File: config.mk
export PLATFORM = sky130hd
export DESIGN_NAME = lpa_controller_flat
export DESIGN_NICKNAME = d
export VERILOG_FILES = /design/src/lpa_pkg.sv /design/src/lpa_link_if.sv /design/src/lpa_clock_div.sv /design/src/lpa_controller.sv /design/src/flat_wrapper.sv
export VERILOG_INCLUDE_DIRS = /design/src
export SDC_FILE = /design/constraint.sdc
export NUM_CORES = 1
export LEC_CHECK = 0
export BUFFER_PORTS_ARGS = -buffer_cell sky130_fd_sc_hd__buf_4
export CORE_ASPECT_RATIO = 1.25
export CORE_UTILIZATION = 52
export CTS_CLUSTER_SIZE = 28
export DETAILED_ROUTE_END_ITERATION = 12
export MAX_ROUTING_LAYER = met4
export PLACE_DENSITY = 0.75
export SLEW_MARGIN = 25
export SYNTH_ARGS = -nofsm -noshare
export SYNTH_HDL_FRONTEND = slang
export SYNTH_SLANG_ARGS = --single-unit
File: constraint.sdc
create_clock -name clk -period 1.7 [get_ports clk]
set_input_delay 0.085 -clock clk [delete_from_list [all_inputs] [get_ports clk]]
set_output_delay 0.085 -clock clk [all_outputs]
set_load 0.05 [all_outputs]
File: src/lpa_defines.svh
// Constants shared by the sensor end and the controller end.
// Assumes inclusion by bare name from the sensor and controller files.
//
// What this block does
// - All pixels integrate over one common window.
// - 128-stage shift register steps start bit.
// - Controller starts cycle with start high.
// - Controller drops start before next edge.
// - Start rise raises hold, begins integrator reset.
// - One pixel presented per clock on output.
// - Integrators reset 18 clocks, integrate from 19.
// - Clock 129 flushes bit, output goes high-z.
// - Controller always supplies the 129th clock.
// - Next start after transfer time past 129.
// - Output high-z outside pixel output phase.
// - Transfer time at least 20 microseconds.
// - Integration is 110 periods plus transfer time.
`ifndef LPA_DEFINES_SVH
`define LPA_DEFINES_SVH

// ----------------------------------------------------------------------
// Timing and geometry
// ----------------------------------------------------------------------
`define LPA_PIXELS          128
`define LPA_RESET_CLOCKS    18
`define LPA_CLK_PERIOD_NS   8
`define LPA_TRANSFER_US     20
// Transfer time as 125 MHz cycles, rounded up.
`define LPA_TRANSFER_CYC \
  ((`LPA_TRANSFER_US * 1000 + `LPA_CLK_PERIOD_NS - 1) / `LPA_CLK_PERIOD_NS)
`define LPA_SENSOR_DIV      16
`define LPA_PIXEL_W         8

`endif

File: src/lpa_pkg.sv
// Types shared by the controller end.
// Assumes nothing of its surroundings.
package lpa_pkg;
  typedef enum logic [1:0] {
    CTL_IDLE  = 2'b00,
    CTL_START = 2'b01,
    CTL_CLOCK = 2'b10,
    CTL_WAIT  = 2'b11
  } ctl_state_type;
endpackage

File: src/lpa_link_if.sv
// Link between the sensor end and its controller.
// Assumes a testbench resolves the analog bus from its output enable.
`timescale 1ns/10ps
interface lpa_link_if #(parameter int PIXEL_W = 8);
  logic               sensor_clk_en;
  logic               start;
  logic [PIXEL_W-1:0] pixel_analog_out;
  logic               pixel_analog_oe_n;

  modport sensor (
    input  sensor_clk_en,
    input  start,
    output pixel_analog_out,
    output pixel_analog_oe_n
  );
  modport controller (
    output sensor_clk_en,
    output start,
    input  pixel_analog_out,
    input  pixel_analog_oe_n
  );
endinterface

File: src/lpa_clock_div.sv
// Divider giving a one-cycle enable pulse every DIV clocks.
// Assumes a synchronous active-high reset.
`timescale 1ns/10ps
module lpa_clock_div #(
  parameter int DIV = 16
) (
  input  wire logic clk,
  input  wire logic rst,
  input  wire logic run,
  output logic      tick
);
  logic [15:0] count_r;

  // Count while running and pulse on wrap.
  always_ff @(posedge clk) begin
    if (rst || !run) begin
      count_r <= 16'h0000;
      tick    <= 1'b0;
    end else if (count_r == 16'(DIV - 1)) begin
      count_r <= 16'h0000;
      tick    <= 1'b1;
    end else begin
      count_r <= count_r + 16'h0001;
      tick    <= 1'b0;
    end
  end
endmodule

File: src/lpa_controller.sv
// Controller end: issues start and 129 sensor clocks, captures pixels.
// Assumes the sensor end shares clk and the link interface.
`include "lpa_defines.svh"
`timescale 1ns/10ps
module lpa_controller #(
  parameter int PIXELS   = `LPA_PIXELS,
  parameter int PIXEL_W  = `LPA_PIXEL_W,
  parameter int DIV      = `LPA_SENSOR_DIV,
  parameter int TRANSFER = `LPA_TRANSFER_CYC
) (
  input  wire logic               clk,
  input  wire logic               rst,
  lpa_link_if.controller          link,
  input  wire logic               go,
  output logic                    busy,
  output logic                    pixel_valid,
  output logic [PIXEL_W-1:0]      pixel_data,
  output logic [7:0]              pixel_index
);
  lpa_pkg::ctl_state_type state_r;
  logic        tick;
  logic [7:0]  edge_count_r;
  logic [15:0] wait_r;
  logic        tick_d_r;
  logic        settle_r;

  lpa_clock_div #(.DIV(DIV)) u_div (
    .clk  (clk),
    .rst  (rst),
    .run  (state_r == lpa_pkg::CTL_START || state_r == lpa_pkg::CTL_CLOCK),
    .tick (tick)
  );

  // ----------------------------------------------------------------------
  // Cycle sequencer
  // ----------------------------------------------------------------------
  // Start stands for one sensor clock, then 128 more edges, then a wait
  // of the transfer time before the next cycle may start.
  // Start drops on the very edge at which the sensor sees the enable, so
  // that edge captures it and the next one cannot capture it again.
  always_ff @(posedge clk) begin
    if (rst) begin
      state_r      <= lpa_pkg::CTL_IDLE;
      link.start   <= 1'b0;
      edge_count_r <= 8'h00;
      wait_r       <= 16'h0000;
      busy         <= 1'b0;
    end else begin
      case (state_r)
        lpa_pkg::CTL_IDLE: begin
          busy <= 1'b0;
          if (go) begin
            link.start <= 1'b1;
            busy       <= 1'b1;
            state_r    <= lpa_pkg::CTL_START;
          end
        end
        lpa_pkg::CTL_START: begin
          if (link.sensor_clk_en) begin
            link.start   <= 1'b0;
            edge_count_r <= 8'h01;
            state_r      <= lpa_pkg::CTL_CLOCK;
          end
        end
        lpa_pkg::CTL_CLOCK: begin
          if (link.sensor_clk_en) begin
            edge_count_r <= edge_count_r + 8'h01;
            if (edge_count_r == 8'(PIXELS)) begin
              wait_r  <= 16'h0000;
              state_r <= lpa_pkg::CTL_WAIT;
            end
          end
        end
        lpa_pkg::CTL_WAIT: begin
          wait_r <= wait_r + 16'h0001;
          if (wait_r == 16'(TRANSFER - 1)) begin
            state_r <= lpa_pkg::CTL_IDLE;
          end
        end
        default: state_r <= lpa_pkg::CTL_IDLE;
      endcase
    end
  end

  // Sensor clock enable is the divider tick, registered.
  always_ff @(posedge clk) begin
    if (rst) begin
      link.sensor_clk_en <= 1'b0;
    end else begin
      link.sensor_clk_en <= tick;
    end
  end

  // ----------------------------------------------------------------------
  // Pixel capture
  // ----------------------------------------------------------------------
  // A sensor edge moves the shift register, the next clock loads the
  // output, so the pixel is taken two clocks after the edge. Edge 129
  // releases the output, so only pixels 1..128 are ever strobed.
  always_ff @(posedge clk) begin
    if (rst) begin
      tick_d_r    <= 1'b0;
      settle_r    <= 1'b0;
      pixel_valid <= 1'b0;
      pixel_data  <= '0;
      pixel_index <= 8'h00;
    end else begin
      tick_d_r    <= link.sensor_clk_en;
      settle_r    <= tick_d_r;
      pixel_valid <= 1'b0;
      if (settle_r && !link.pixel_analog_oe_n &&
          state_r == lpa_pkg::CTL_CLOCK) begin
        pixel_valid <= 1'b1;
        pixel_data  <= link.pixel_analog_out;
        pixel_index <= edge_count_r - 8'h01;
      end
    end
  end
endmodule

File: src/flat_wrapper.sv
// flat-port wrapper written by rule: the top's interface ports become plain ports
module lpa_controller_flat 
#(
  parameter int PIXELS   = `LPA_PIXELS,
  parameter int PIXEL_W  = `LPA_PIXEL_W,
  parameter int DIV      = `LPA_SENSOR_DIV,
  parameter int TRANSFER = `LPA_TRANSFER_CYC
)
  (clk, rst, go, busy, pixel_valid, pixel_data, pixel_index, link_sensor_clk_en, link_start, link_pixel_analog_out, link_pixel_analog_oe_n);
  lpa_link_if #(.PIXEL_W(PIXEL_W)) link_i ();
  input  wire logic clk;
  input  wire logic rst;
  input  wire logic go;
  output logic busy;
  output logic pixel_valid;
  output logic [PIXEL_W-1:0] pixel_data;
  output logic [7:0] pixel_index;
  output wire logic [$bits(link_i.sensor_clk_en)-1:0] link_sensor_clk_en;
  output wire logic [$bits(link_i.start)-1:0] link_start;
  input wire logic [$bits(link_i.pixel_analog_out)-1:0] link_pixel_analog_out;
  input wire logic [$bits(link_i.pixel_analog_oe_n)-1:0] link_pixel_analog_oe_n;
  assign link_sensor_clk_en = link_i.sensor_clk_en;
  assign link_start = link_i.start;
  assign link_i.pixel_analog_out = link_pixel_analog_out;
  assign link_i.pixel_analog_oe_n = link_pixel_analog_oe_n;
  lpa_controller #(.PIXELS(PIXELS), .PIXEL_W(PIXEL_W), .DIV(DIV), .TRANSFER(TRANSFER)) u_core (.clk(clk), .rst(rst), .link(link_i), .go(go), .busy(busy), .pixel_valid(pixel_valid), .pixel_data(pixel_data), .pixel_index(pixel_index));
endmodule
### After elaboration in Yosys (flattened, before gate mapping)

Cells that the tools add are included.

* bits in registers: 65
* input port bits: 12
* output and inout port bits: 20
* logic and storage cells: 61

* add/subtract/negate cells: 4
* equality and inequality tests: 11
* multiplexer cells: 18
* reduce and logical (&&, ||, !) cells: 15

Operators with widths (number)
* $add 16x1->16 const B: 2
* $mux 16: 2
* $pmux 16 s2: 1
* $eq 16x12->1 const B: 1
* $eq 16x4->1 const B: 1
* $mux 8: 2
* $pmux 8 s2: 1
* $mux 2: 5
* $reduce_and 3->1: 3
* $add 8x1->8 const B: 1
* $eq 8x8->1 const B: 1
* $pmux 2 s4: 1
* $sub 8x1->8 const B: 1
* $ne 2x1->1 const B: 3
* $reduce_bool 2->1: 3
* $mux 1: 5
* $reduce_and 5->1: 1
* $eq 2x2->1 const B: 2
* $ne 2x2->1 const B: 2
* $eq 2x1->1 const B: 1
* $logic_and 1x1->1: 2
* $logic_not 1->1: 2
* $logic_not 2->1: 1
* $logic_or 1x1->1: 2
* 2 further kinds: 2

### Logic depth before layout (Yosys ltp)

Gate-level depths: netlist of the first run.

* word-level depth: 5
* gate-level depth with buffers: 8
* gate-level depth less buffers: 6

### By module

From an unflattened synthesis of the first run, not the netlist that was laid out.

* cell total of the unflattened synthesis: 354
* area total of the unflattened synthesis: 3069.2 µm²

By module, submodules not included
* lpa_controller: instances 1, cells each 273, area an instance 2312.2 µm², sequential area each 960.9 µm²
* lpa_clock_div: instances 1, cells each 81, area an instance 757.0 µm², sequential area each 340.3 µm²

### Worst setup path after synthesis of the first run

No wires, ideal clock.

* path type: register -> register
* start: reg u_core.link.sensor_clk_en
* end: reg u_core.wait_r[2]
* library setup time: 0.070 ns
* arrival: 1.843 ns
* required time: 1.630 ns
* setup slack: -0.213 ns
* stages on the path, launching flop included: 6
* buffers on the path: 1
* period minus slack after synthesis: 1.913 ns
* cells stage by stage: dfxtp_1 > and4b_1 > a31oi_1 > buf_2 > or3_1 > a21oi_1

* longest elaborated chain between the ends: 2

RTL lines
* start, declared: line lpa_link_if.sv:17 `output sensor_clk_en,`
* start signal, assigned: line lpa_controller.sv:90 `link.sensor_clk_en <= tick;`
* $ne 2x1->1 (no source line)
* $reduce_and 3->1 (no source line)
* end signal, assigned: line lpa_controller.sv:75 `wait_r <= wait_r + 16'h0001;`
* end, declared: line lpa_controller.sv:23 `logic [15:0] wait_r;`

Every way passes these cells.
A chain may end at the register's enable or synchronous reset.

### Final worst setup path of the first run

* start: reg u_core.edge_count_r[1]
* end: reg u_core.wait_r[14]

* longest elaborated chain between the ends: 3

RTL lines
* start, declared: line lpa_controller.sv:22 `logic [7:0] edge_count_r;`
* start signal, assigned: line lpa_controller.sv:67 `edge_count_r <= edge_count_r + 8'h01;`
* $eq 8x8->1: line lpa_controller.sv:68 `if (edge_count_r == 8'(PIXELS)) begin`
* $ne 2x2->1 (no source line)
* $reduce_and 3->1 (no source line)

Every way passes these cells.

==> impl_metrics.toml, run 1 <==
[placed_design]
dp_hpwl_mm = 4.40
place_area_mm2 = 0.00348
pre_cts_slack_ns = -0.101
io_buffers = 31
place_congestion = 0.804

[global_routing]
grt_pass1_wl_mm = 10.6
antenna_found_initial = 0
grt_max_degree = 32
overflow = 0
grt_use_total = 0.227
grt_pass1_vias = 2582

[sta]
setup_viol = 5
tightest_slew_ns = 0.383
worst_slack_ns = -0.0724
fmax_mhz = 564
fin_tns_setup_ns = -0.171
fin_crit_sh = 1.04
timing_hold_violations_final = 0
skew_ns = 0.00979
rsz0062_at_grt = "yes"
maxSlewHeadroom = 0.743
finalMaxSlewViolations = 0
finalCriticalPeriod_ns = 1.77

[layout]
nNetsFinal = 436
drive_above_1_share = 0.277
final_util = 0.722
layout_commonest_cell = "buf_4"
area_growth_pct = 32.7
design_area_mm2 = 0.00393
n_antenna_cell = 0
layout_common_cells = "64 x buf_4, 57 x dfxtp_1, 39 x nor2_1"

[route]
wl_per_cell_um = 13.8
ant_nets = 0
viasPerCell = 5.61
via_count = 2712
wirelength_mm = 6.68
drc_errors = 0
dr.pass1.iters = 4
drt-initial-drc-count = 139

[synthesis]
synth_flop_cell = "dfxtp_1"
synthCells = 342
avgSynthCellArea_um2 = 8.66
netlist_area_mm2 = 0.00296
yosysWarningCount = 0
ys_ff_latch = 65
synth.yosys.seq_area_share = 0.439
synth-edff-count = 0
syn_nets = 364
synthArstFlopShare = 0
yosys.cell_types.count = 42

[run_status]
violations = "setup timing"
status = "finished with violations"

[cts]
cts_max_level = 3
cts_tree = "built"
clock_latency_ns = 0.36
cts.path.max_buffers = 2
root_buffer = "clkbuf_8"
clk_pin_slew_worst_paths_ns = 0.08
clock_sinks = 65
cts_buffers = 9

[job]
drv_cap = 0

[floorplan]
initial_core_util = 0.544
die_y_um = 86.4
fp-row-count = 30
ios = 32
die_area_mm2 = 0.00600
core_mm2 = 0.00544
die_width_um = 69.5

[setup_path]
worst_setup_path_start_kind = "register"
arrival_ns = 2.05
endpoint_kind = "register"
crit_fanout = 7
worstPathCellList = "inv_2, ha_1, and4b_2, a31oi_4, buf_6, or4_1, a21oi_1"
critical_path.max_stage_delay_ns = 0.49
slowest_stage = "or4_1"
r2r_start = "u_core.edge_count_r[1]$_SDFFE_PP0P_"
worstPathRequired_ns = 1.98
cp-startpoint = "u_core.edge_count_r[1]$_SDFFE_PP0P_"
criticalPathCategory = "reg2reg"

[worst_hold_path]
holdCritPathClass = "in2reg"
hold_start = "link_pixel_analog_out[1]"

[power_and_ir_drop]
total_leakage_power_uw = 0.00149
p_per_area_mw_per_mm2 = 949
ir_worst_vdd_mv = 0.695
power_uw = 3730
cell families (layout without fill, tap and decap cells):
logic type	after synthesis	count (layout)	share of synthesized area
buf+inv	26	103	0.0359
xor+xnor	24	24	0.0710
mux	3	3	0.0101
compound gates	64	64	0.136
simple gates	150	150	0.266
flops	65	65	0.439
fa+ha+maj	10	10	0.0422
repair_timing:
item,4_1_cts,5_1_grt
pin swaps,9,10
gates resized for setup,4,32
endpoints found under the hold margin,7,0
setup buffers,1,2
endpoints found under the setup margin,12,18
cloned,1,1
hold buffers,7,0
cell type report:
cell class | count | area [um2]
repair buffers | 77 | 614
clock inverters | 7 | 95.1
flip-flops and latches | 65 | 1310
well taps | 64 | 80.1
inverters | 10 | 37.5
multi-input cells | 251 | 1670
fillers | 408 | 1510
clock buffers | 9 | 124
report_power, final:
part / internal, uW / switching (uW)
Combinational: 299 / 371
Clock: 821 / 616
Sequential: 1580 / 44.6
worst max-delay path, delay by kind of cell, from the launching register on:
| kind | cells | cell delay [ns] |
|---|---|---|
| simple gates | 2 | 0.79 |
| compound gates | 2 | 0.26 |
| fa+ha+maj | 1 | 0.12 |
| flops | 1 | 0.33 |
| buf+inv | 2 | 0.20 |
worst paths after layout:
kind	end	slack [ns]	cells past startpoint
max	u_core.wait_r[14]$_SDFFE_PP0P_	-0.07	7
min	u_core.pixel_data[1]$_SDFFE_PP0P_	0.02	3
max reg2reg	u_core.wait_r[14]$_SDFFE_PP0P_	-0.07	7
min reg2reg	u_core.link.sensor_clk_en$_SDFF_PP0_	0.44	1
sequential cells by signal, summed over array words and instances (netlist names), 2 cells and up:
signal	cells
u_core.state_r	2
u_core.edge_count_r	8
u_core.u_div.count_r	16
u_core.wait_r	16
u_core.pixel_data	8
u_core.pixel_index	8
metal layers:
metal  vias up  global-route usage  part of all wire  wire length (um)
met5         -                   -                 0                 0
met4         0               0.150             0.017               112
li1       1365                   -                 -                 -
met3        11              0.0419             0.028               189
met2        45               0.375              0.52              3490
met1      1291               0.251              0.43              2890
Yosys cell counts, drive strengths merged (2+ instances only):
master,instances,share of area
dfxtp,65,0.44
nor2,39,0.049
nand2,35,0.044
a21oi,25,0.042
xor2,13,0.038
clkbuf,11,0.014
nand4,11,0.023
xnor2,11,0.033
ha,10,0.042
inv,10,0.013
or4,10,0.025
nand3,9,0.015
o31ai,9,0.023
a211oi,8,0.020
o21ai,8,0.014
nor2b,7,0.015
nor3,7,0.012
nor4,7,0.020
or3,7,0.015
and4,5,0.015
buf,5,0.0093
a31oi,3,0.0063
and3,3,0.0063
mux2i,3,0.010
nand2b,3,0.0063
a31o,2,0.0059
and2,2,0.0042
and4b,2,0.0068
o211ai,2,0.0051
o21bai,2,0.0051
stage by stage:
step | hold slack (ns) | instances
global route | 0.0433 | 483
finish | 0.0237 | 483
global placement | 0.333 | 455
CTS | 0.0119 | 480
detailed placement | 0.344 | 455
floorplan | 0.221 | 342
Power figures use the tool's default switching activity.
==> run 2: changes to the inputs <==
- CORE_UTILIZATION: 52 -> 58
- PLACE_DENSITY: 0.75 -> 0.79
- SETUP_SLACK_MARGIN: unset -> 0.2
- clock period: 1.7 -> 2 ns (I/O delays scaled with it)
==> run 2 against run 1 <==
Net effect:
- design area fell by 4.5%
- the run now ends clean
- sequential power fell by 15%
- count of clock-buffer cells in the layout rose by 4
- via count fell by 3.6%
==> impl_metrics.toml, run 2 (synthesis gave the netlist of run 1 again) <==
[setup_path]
criticalPathCategory = "reg2reg"
crit_fanout = 5
r2r_start = "u_core.state_r[0]$_SDFFE_PP0P_"
worstPathCellList = "inv_1, ha_4, buf_6, nor2b_1, a31o_1, or4_4, nand2_1"
arrival_ns = 2.08
r2r-end = "u_core.wait_r[6]$_SDFFE_PP0P_"
endpoint_kind = "register"
critical_path.max_stage_delay_ns = 0.51
slowest_stage = "or4_4"
worstPathRequired_ns = 2.29
worst_setup_path_start_kind = "register"
regToRegSetupSlack_ns = 0.21
rr_worst_depth = 7

[sta]
skew_ns = 0.00811
timing_hold_violations_final = 0
fmax_mhz = 559
fin_crit_sh = 0.895
setup_viol = 0
finalCriticalPeriod_ns = 1.79
finalMaxSlewViolations = 0
maxSlewHeadroom = 0.699
rsz0062_at_grt = "no"
tightest_slew_ns = 0.451
hold_ws_ns = 0.00271
fin_tns_setup_ns = 0

[floorplan]
die_width_um = 65.9
initial_core_util = 0.613
die_area_mm2 = 0.00540
die_y_um = 81.9
fp-row-count = 28
ios = 32
core_mm2 = 0.00483

[placed_design]
place_congestion = 0.824
place_area_mm2 = 0.00331
dp_hpwl_mm = 4.02
io_buffers = 31
dpl.cell_count = 431

[worst_hold_path]
hold_start = "link_pixel_analog_out[1]"
min_path_cells = 3
holdCritPathClass = "in2reg"
hold_end = "u_core.pixel_data[1]$_SDFFE_PP0P_"

[power_and_ir_drop]
power.share.switching = 0.271
p_sw_uw = 823
clockPowerShare = 0.369
p_int_uw = 2210
power_frac_comb = 0.178
total_leakage_power_uw = 0.00141
seq_power_share = 0.454
p_per_area_mw_per_mm2 = 807
ir_worst_vdd_mv = 0.906

[cts]
cts_max_level = 3
clk_pin_slew_worst_paths_ns = 0.07
clock_latency_ns = 0.34
cts_tree = "built"
clock_sinks = 65
cts_buffers = 9
root_buffer = "clkbuf_8"
cts.path.max_buffers = 2

[layout]
drive_above_1_share = 0.238
final_util = 0.777
reg_top3 = "u_core.u_div.count_r x16, u_core.wait_r x16"
stdcell_count = 463
area_growth_pct = 26.8
layout_commonest_cell = "dfxtp_1"
nNetsFinal = 421
layout_common_cells = "60 x dfxtp_1, 54 x buf_4, 39 x nor2_1"
n_antenna_cell = 0
design_area_mm2 = 0.00376

[route]
drt-initial-drc-count = 168
drc_errors = 0
wirelength_mm = 6.56
dr.pass1.iters = 4
via_count = 2614
wl_per_cell_um = 14.2
viasPerCell = 5.65
ant_nets = 0

[global_routing]
grt_pass1_vias = 2275
grt_max_degree = 32
grt_pass1_wl_mm = 9.87
antenna_found_initial = 0
overflow = 0
grt_use_total = 0.248
grt_use_met2 = 0.405
grt_use_met3 = 0.0375
grt_busiest_layer = "met2"
grt_use_met1 = 0.291

[job]
drv_cap = 0

[run_status]
status = "complete, no violations"
[run 2: timing repair]
action / 4_1_cts / 5_1_grt
cloned: 1 / 0
hold buffers: 4 / 0
gates resized for setup: 5 / 26
hold endpoints to repair: 4 / 0
pin swaps: 3 / 9
buffers inserted: 6 / 6
setup endpoints to repair: 8 / 15
[run 2: through the flow]
| step | setup WS [ns] | total power, uW |
|---|---|---|
| after detailed placement | 0.0809 | 1850 |
| after floorplan | 0.236 | 1710 |
| after CTS | 0.199 | 2980 |
| final | 0.210 | 3030 |
| after global routing | 0.168 | 3150 |
| after global placement | 0.174 | 1830 |
[run 2: how the worst max path moves through the flow]
stage                                   startpoint                             end  slack [ns]
4_1_cts        u_core.edge_count_r[1]$_SDFFE_PP0P_  u_core.wait_r[14]$_SDFFE_PP0P_        0.20
6_report            u_core.state_r[0]$_SDFFE_PP0P_   u_core.wait_r[6]$_SDFFE_PP0P_        0.21
5_1_grt             u_core.state_r[0]$_SDFFE_PP0P_   u_core.wait_r[4]$_SDFFE_PP0P_        0.17
3_3_place_gp        u_core.state_r[0]$_SDFFE_PP0P_  u_core.wait_r[15]$_SDFFE_PP0P_        0.17
3_5_place_dp        u_core.state_r[0]$_SDFFE_PP0P_  u_core.wait_r[14]$_SDFFE_PP0P_        0.08
2_1_floorplan  u_core.edge_count_r[0]$_SDFFE_PP0P_   u_core.wait_r[1]$_SDFFE_PP0P_        0.24
[run 2: cell type report]
class	instances	area [um2]
inverters	10	37.5
repair buffers	62	499
fillers	342	1080
clock buffers	13	159
well taps	60	75.1
flip-flops and latches	65	1310
clock inverters	2	37.5
multi-input cells	251	1640
[run 2: routing by layer]
| metal | share of wire | vias to the layer above |
|---|---|---|
| met2 | 0.50 | 50 |
| li1 | - | 1334 |
| met4 | 0.018 | 0 |
| met1 | 0.45 | 1218 |
| met3 | 0.033 | 12 |
| met5 | 0 | - |
[run 2: critical path, delay by kind of cell, from the launching register on]
family | cells | cell delay (ns)
buf+inv | 2 | 0.23
simple gates | 3 | 0.74
flops | 1 | 0.34
compound gates | 1 | 0.25
fa+ha+maj | 1 | 0.19
[run 2: power groups by stage]
stage	clock network, uW	logic, uW	registers, uW
2_1_floorplan	0	276	1440
3_3_place_gp	0	435	1400
3_5_place_dp	0	442	1400
4_1_cts	1130	481	1370
5_1_grt	1190	587	1380
6_report	1120	538	1380
==> run 3: changes to the inputs <==
- BUFFER_PORTS_ARGS: -buffer_cell sky130_fd_sc_hd__buf_4 -> -buffer_cell sky130_fd_sc_hd__buf_2
==> run 3 against run 2 <==
Net effect:
- clock skew increased by 0.0016 ns
- first-iteration DRC count decreased by 22%
- critical endpoint is now u_core.wait_r[15]$_SDFFE_PP0P_
- critical path depth unchanged
- cell count increased by 0.43%
- critical path type unchanged
- fmax about the same
- count of clock-buffer cells in the layout decreased by 1
- die area unchanged
- design area decreased by 2.5%
==> impl_metrics.toml, run 3 (synthesis gave the netlist of run 1 again) <==
[run_status]
status = "complete, no violations"

[cts]
root_buffer = "clkbuf_8"
cts_max_level = 3
clk_pin_slew_worst_paths_ns = 0.07
cts.path.max_buffers = 2
cts_buffers = 9
clock_sinks = 65
clock_latency_ns = 0.35
cts_tree = "built"

[setup_path]
worst_setup_path_start_kind = "register"
worstPathRequired_ns = 2.28
worstPathCellList = "buf_4, ha_2, and4b_1, a31oi_1, buf_4, or4_1, a21oi_2"
regToRegSetupSlack_ns = 0.21
crit_path_frequent_cell = "buf_4"
arrival_ns = 2.07
critical_path.max_stage_delay_ns = 0.52
crit_fanout = 10
criticalPathCategory = "reg2reg"
slowest_stage = "or4_1"
endpoint_kind = "register"

[global_routing]
antenna_found_initial = 0
grt_max_degree = 32
grt_pass1_wl_mm = 10.2
overflow = 0
grt_use_total = 0.258
grt_pass1_vias = 2355

[layout]
drive_above_1_share = 0.212
area_growth_pct = 23.7
layout_common_cells = "60 x dfxtp_1, 39 x nor2_1, 35 x nand2_1"
layout_commonest_cell = "dfxtp_1"
nNetsFinal = 423
design_area_mm2 = 0.00366
stdcell_count = 465
final.fill_count = 359
n_antenna_cell = 0
reg_top3 = "u_core.u_div.count_r x16, u_core.wait_r x16"

[sta]
worst_slack_ns = 0.211
fin_crit_sh = 0.895
finalCriticalPeriod_ns = 1.79
rsz0062_at_grt = "yes"
setup_viol = 0
maxSlewHeadroom = 0.644
skew_ns = 0.00974
finalMaxSlewViolations = 0
tightest_slew_ns = 0.534
fin_tns_setup_ns = 0
fmax_mhz = 559
timing_hold_violations_final = 0

[floorplan]
die_y_um = 81.9
die_width_um = 65.9
ios = 32
initial_core_util = 0.613
fp-row-count = 28
die_area_mm2 = 0.00540
core_mm2 = 0.00483

[power_and_ir_drop]
total_leakage_power_uw = 0.00141
seq_power_share = 0.445
power.share.switching = 0.266
p_sw_uw = 822
clockPowerShare = 0.395
power_frac_comb = 0.160
power_uw = 3090
p_per_area_mw_per_mm2 = 843
p_int_uw = 2260
ir_worst_vdd_mv = 0.878

[route]
dr.pass1.iters = 4
drc_errors = 0
wirelength_mm = 6.50
drt-initial-drc-count = 131
wl_per_cell_um = 14.0
ant_nets = 0
viasPerCell = 5.67
via_count = 2637

[worst_hold_path]
holdCritPathClass = "in2reg"

[placed_design]
dpl.cell_count = 431
place_area_mm2 = 0.00324
io_buffers = 31
pre_cts_slack_ns = 0.109
dp_hpwl_mm = 4.04
place_congestion = 0.822

[job]
drv_cap = 0
[run 3: cell types whose count changed in the layout (fill, tap and decap cells not counted), sizes merged]
cell | previous run | this run
clkdlybuf4s15 | 0 | 1
bufinv | 1 | 2
clkinvlp | 1 | 0
buf | 58 | 55
dlygate4sd3 | 4 | 8
clkinv | 0 | 1
clkbuf | 13 | 12
[run 3: path summary, 6_finish.rpt]
kind | depth (start not counted) | end | from
worst max-delay path | 7 | u_core.wait_r[15]$_SDFFE_PP0P_ | u_core.state_r[0]$_SDFFE_PP0P_
worst min-delay path | 3 | u_core.busy$_SDFFE_PP0N_ | go
worst max register to register | 7 | u_core.wait_r[15]$_SDFFE_PP0P_ | u_core.state_r[0]$_SDFFE_PP0P_
worst min register to register | 1 | u_core.settle_r$_SDFF_PP0_ | u_core.tick_d_r$_SDFF_PP0_
[run 3: what timing repair did]
| item | CTS | global route |
|---|---|---|
| endpoints found under the hold margin | 8 | 0 |
| pin swaps | 1 | 7 |
| gates cloned | 0 | 1 |
| gates resized for setup | 3 | 13 |
| hold buffers | 8 | 0 |
| endpoints found under the setup margin | 8 | 9 |
| buffers inserted | 3 | 7 |
[run 3: per-stage QoR]
stage / utilization / hold slack (ns)
final: 0.758 / 0.0366
after global routing: 0.758 / 0.0623
after CTS: 0.736 / 0.0355
after detailed placement: 0.671 / 0.345
after global placement: 0.671 / 0.340
after floorplan: - / 0.236
[run 3: cell type report]
cell class / instances / area (um2) / share of cell area
Inverter: 10 / 37.5 / 0.0102
Clock buffer: 12 / 145 / 0.0396
Clock inverter: 3 / 65.1 / 0.0178
Tap cell: 60 / 75.1 / 0.0205
Multi-Input combinational cell: 251 / 1590 / 0.434
Sequential cell: 65 / 1310 / 0.358
Timing Repair Buffer: 64 / 439 / 0.120
[run 3: power by group through the flow]
stage	sequential [uW]	combinational [uW]	clock, uW
CTS	1370	465	1230
detailed placement	1400	442	0
floorplan	1440	276	0
finish	1370	495	1220
global route	1380	542	1290
global placement	1390	426	0
[run 3: routing by layer]
layer / global-route usage / vias up / routed length (um)
li1: - / 1342 / -
met1: 0.300 / 1247 / 2940
met2: 0.412 / 36 / 3260
met3: 0.0486 / 12 / 148
met4: 0.152 / 0 / 145
met5: - / - / 0
[run 3: worst max-delay path: cells and delay by family (launching register included)]
kind / cells / cell delay [ns]
simple gates: 2 / 0.73
flops: 1 / 0.33
buf+inv: 2 / 0.29
fa+ha+maj: 1 / 0.21
compound gates: 2 / 0.18
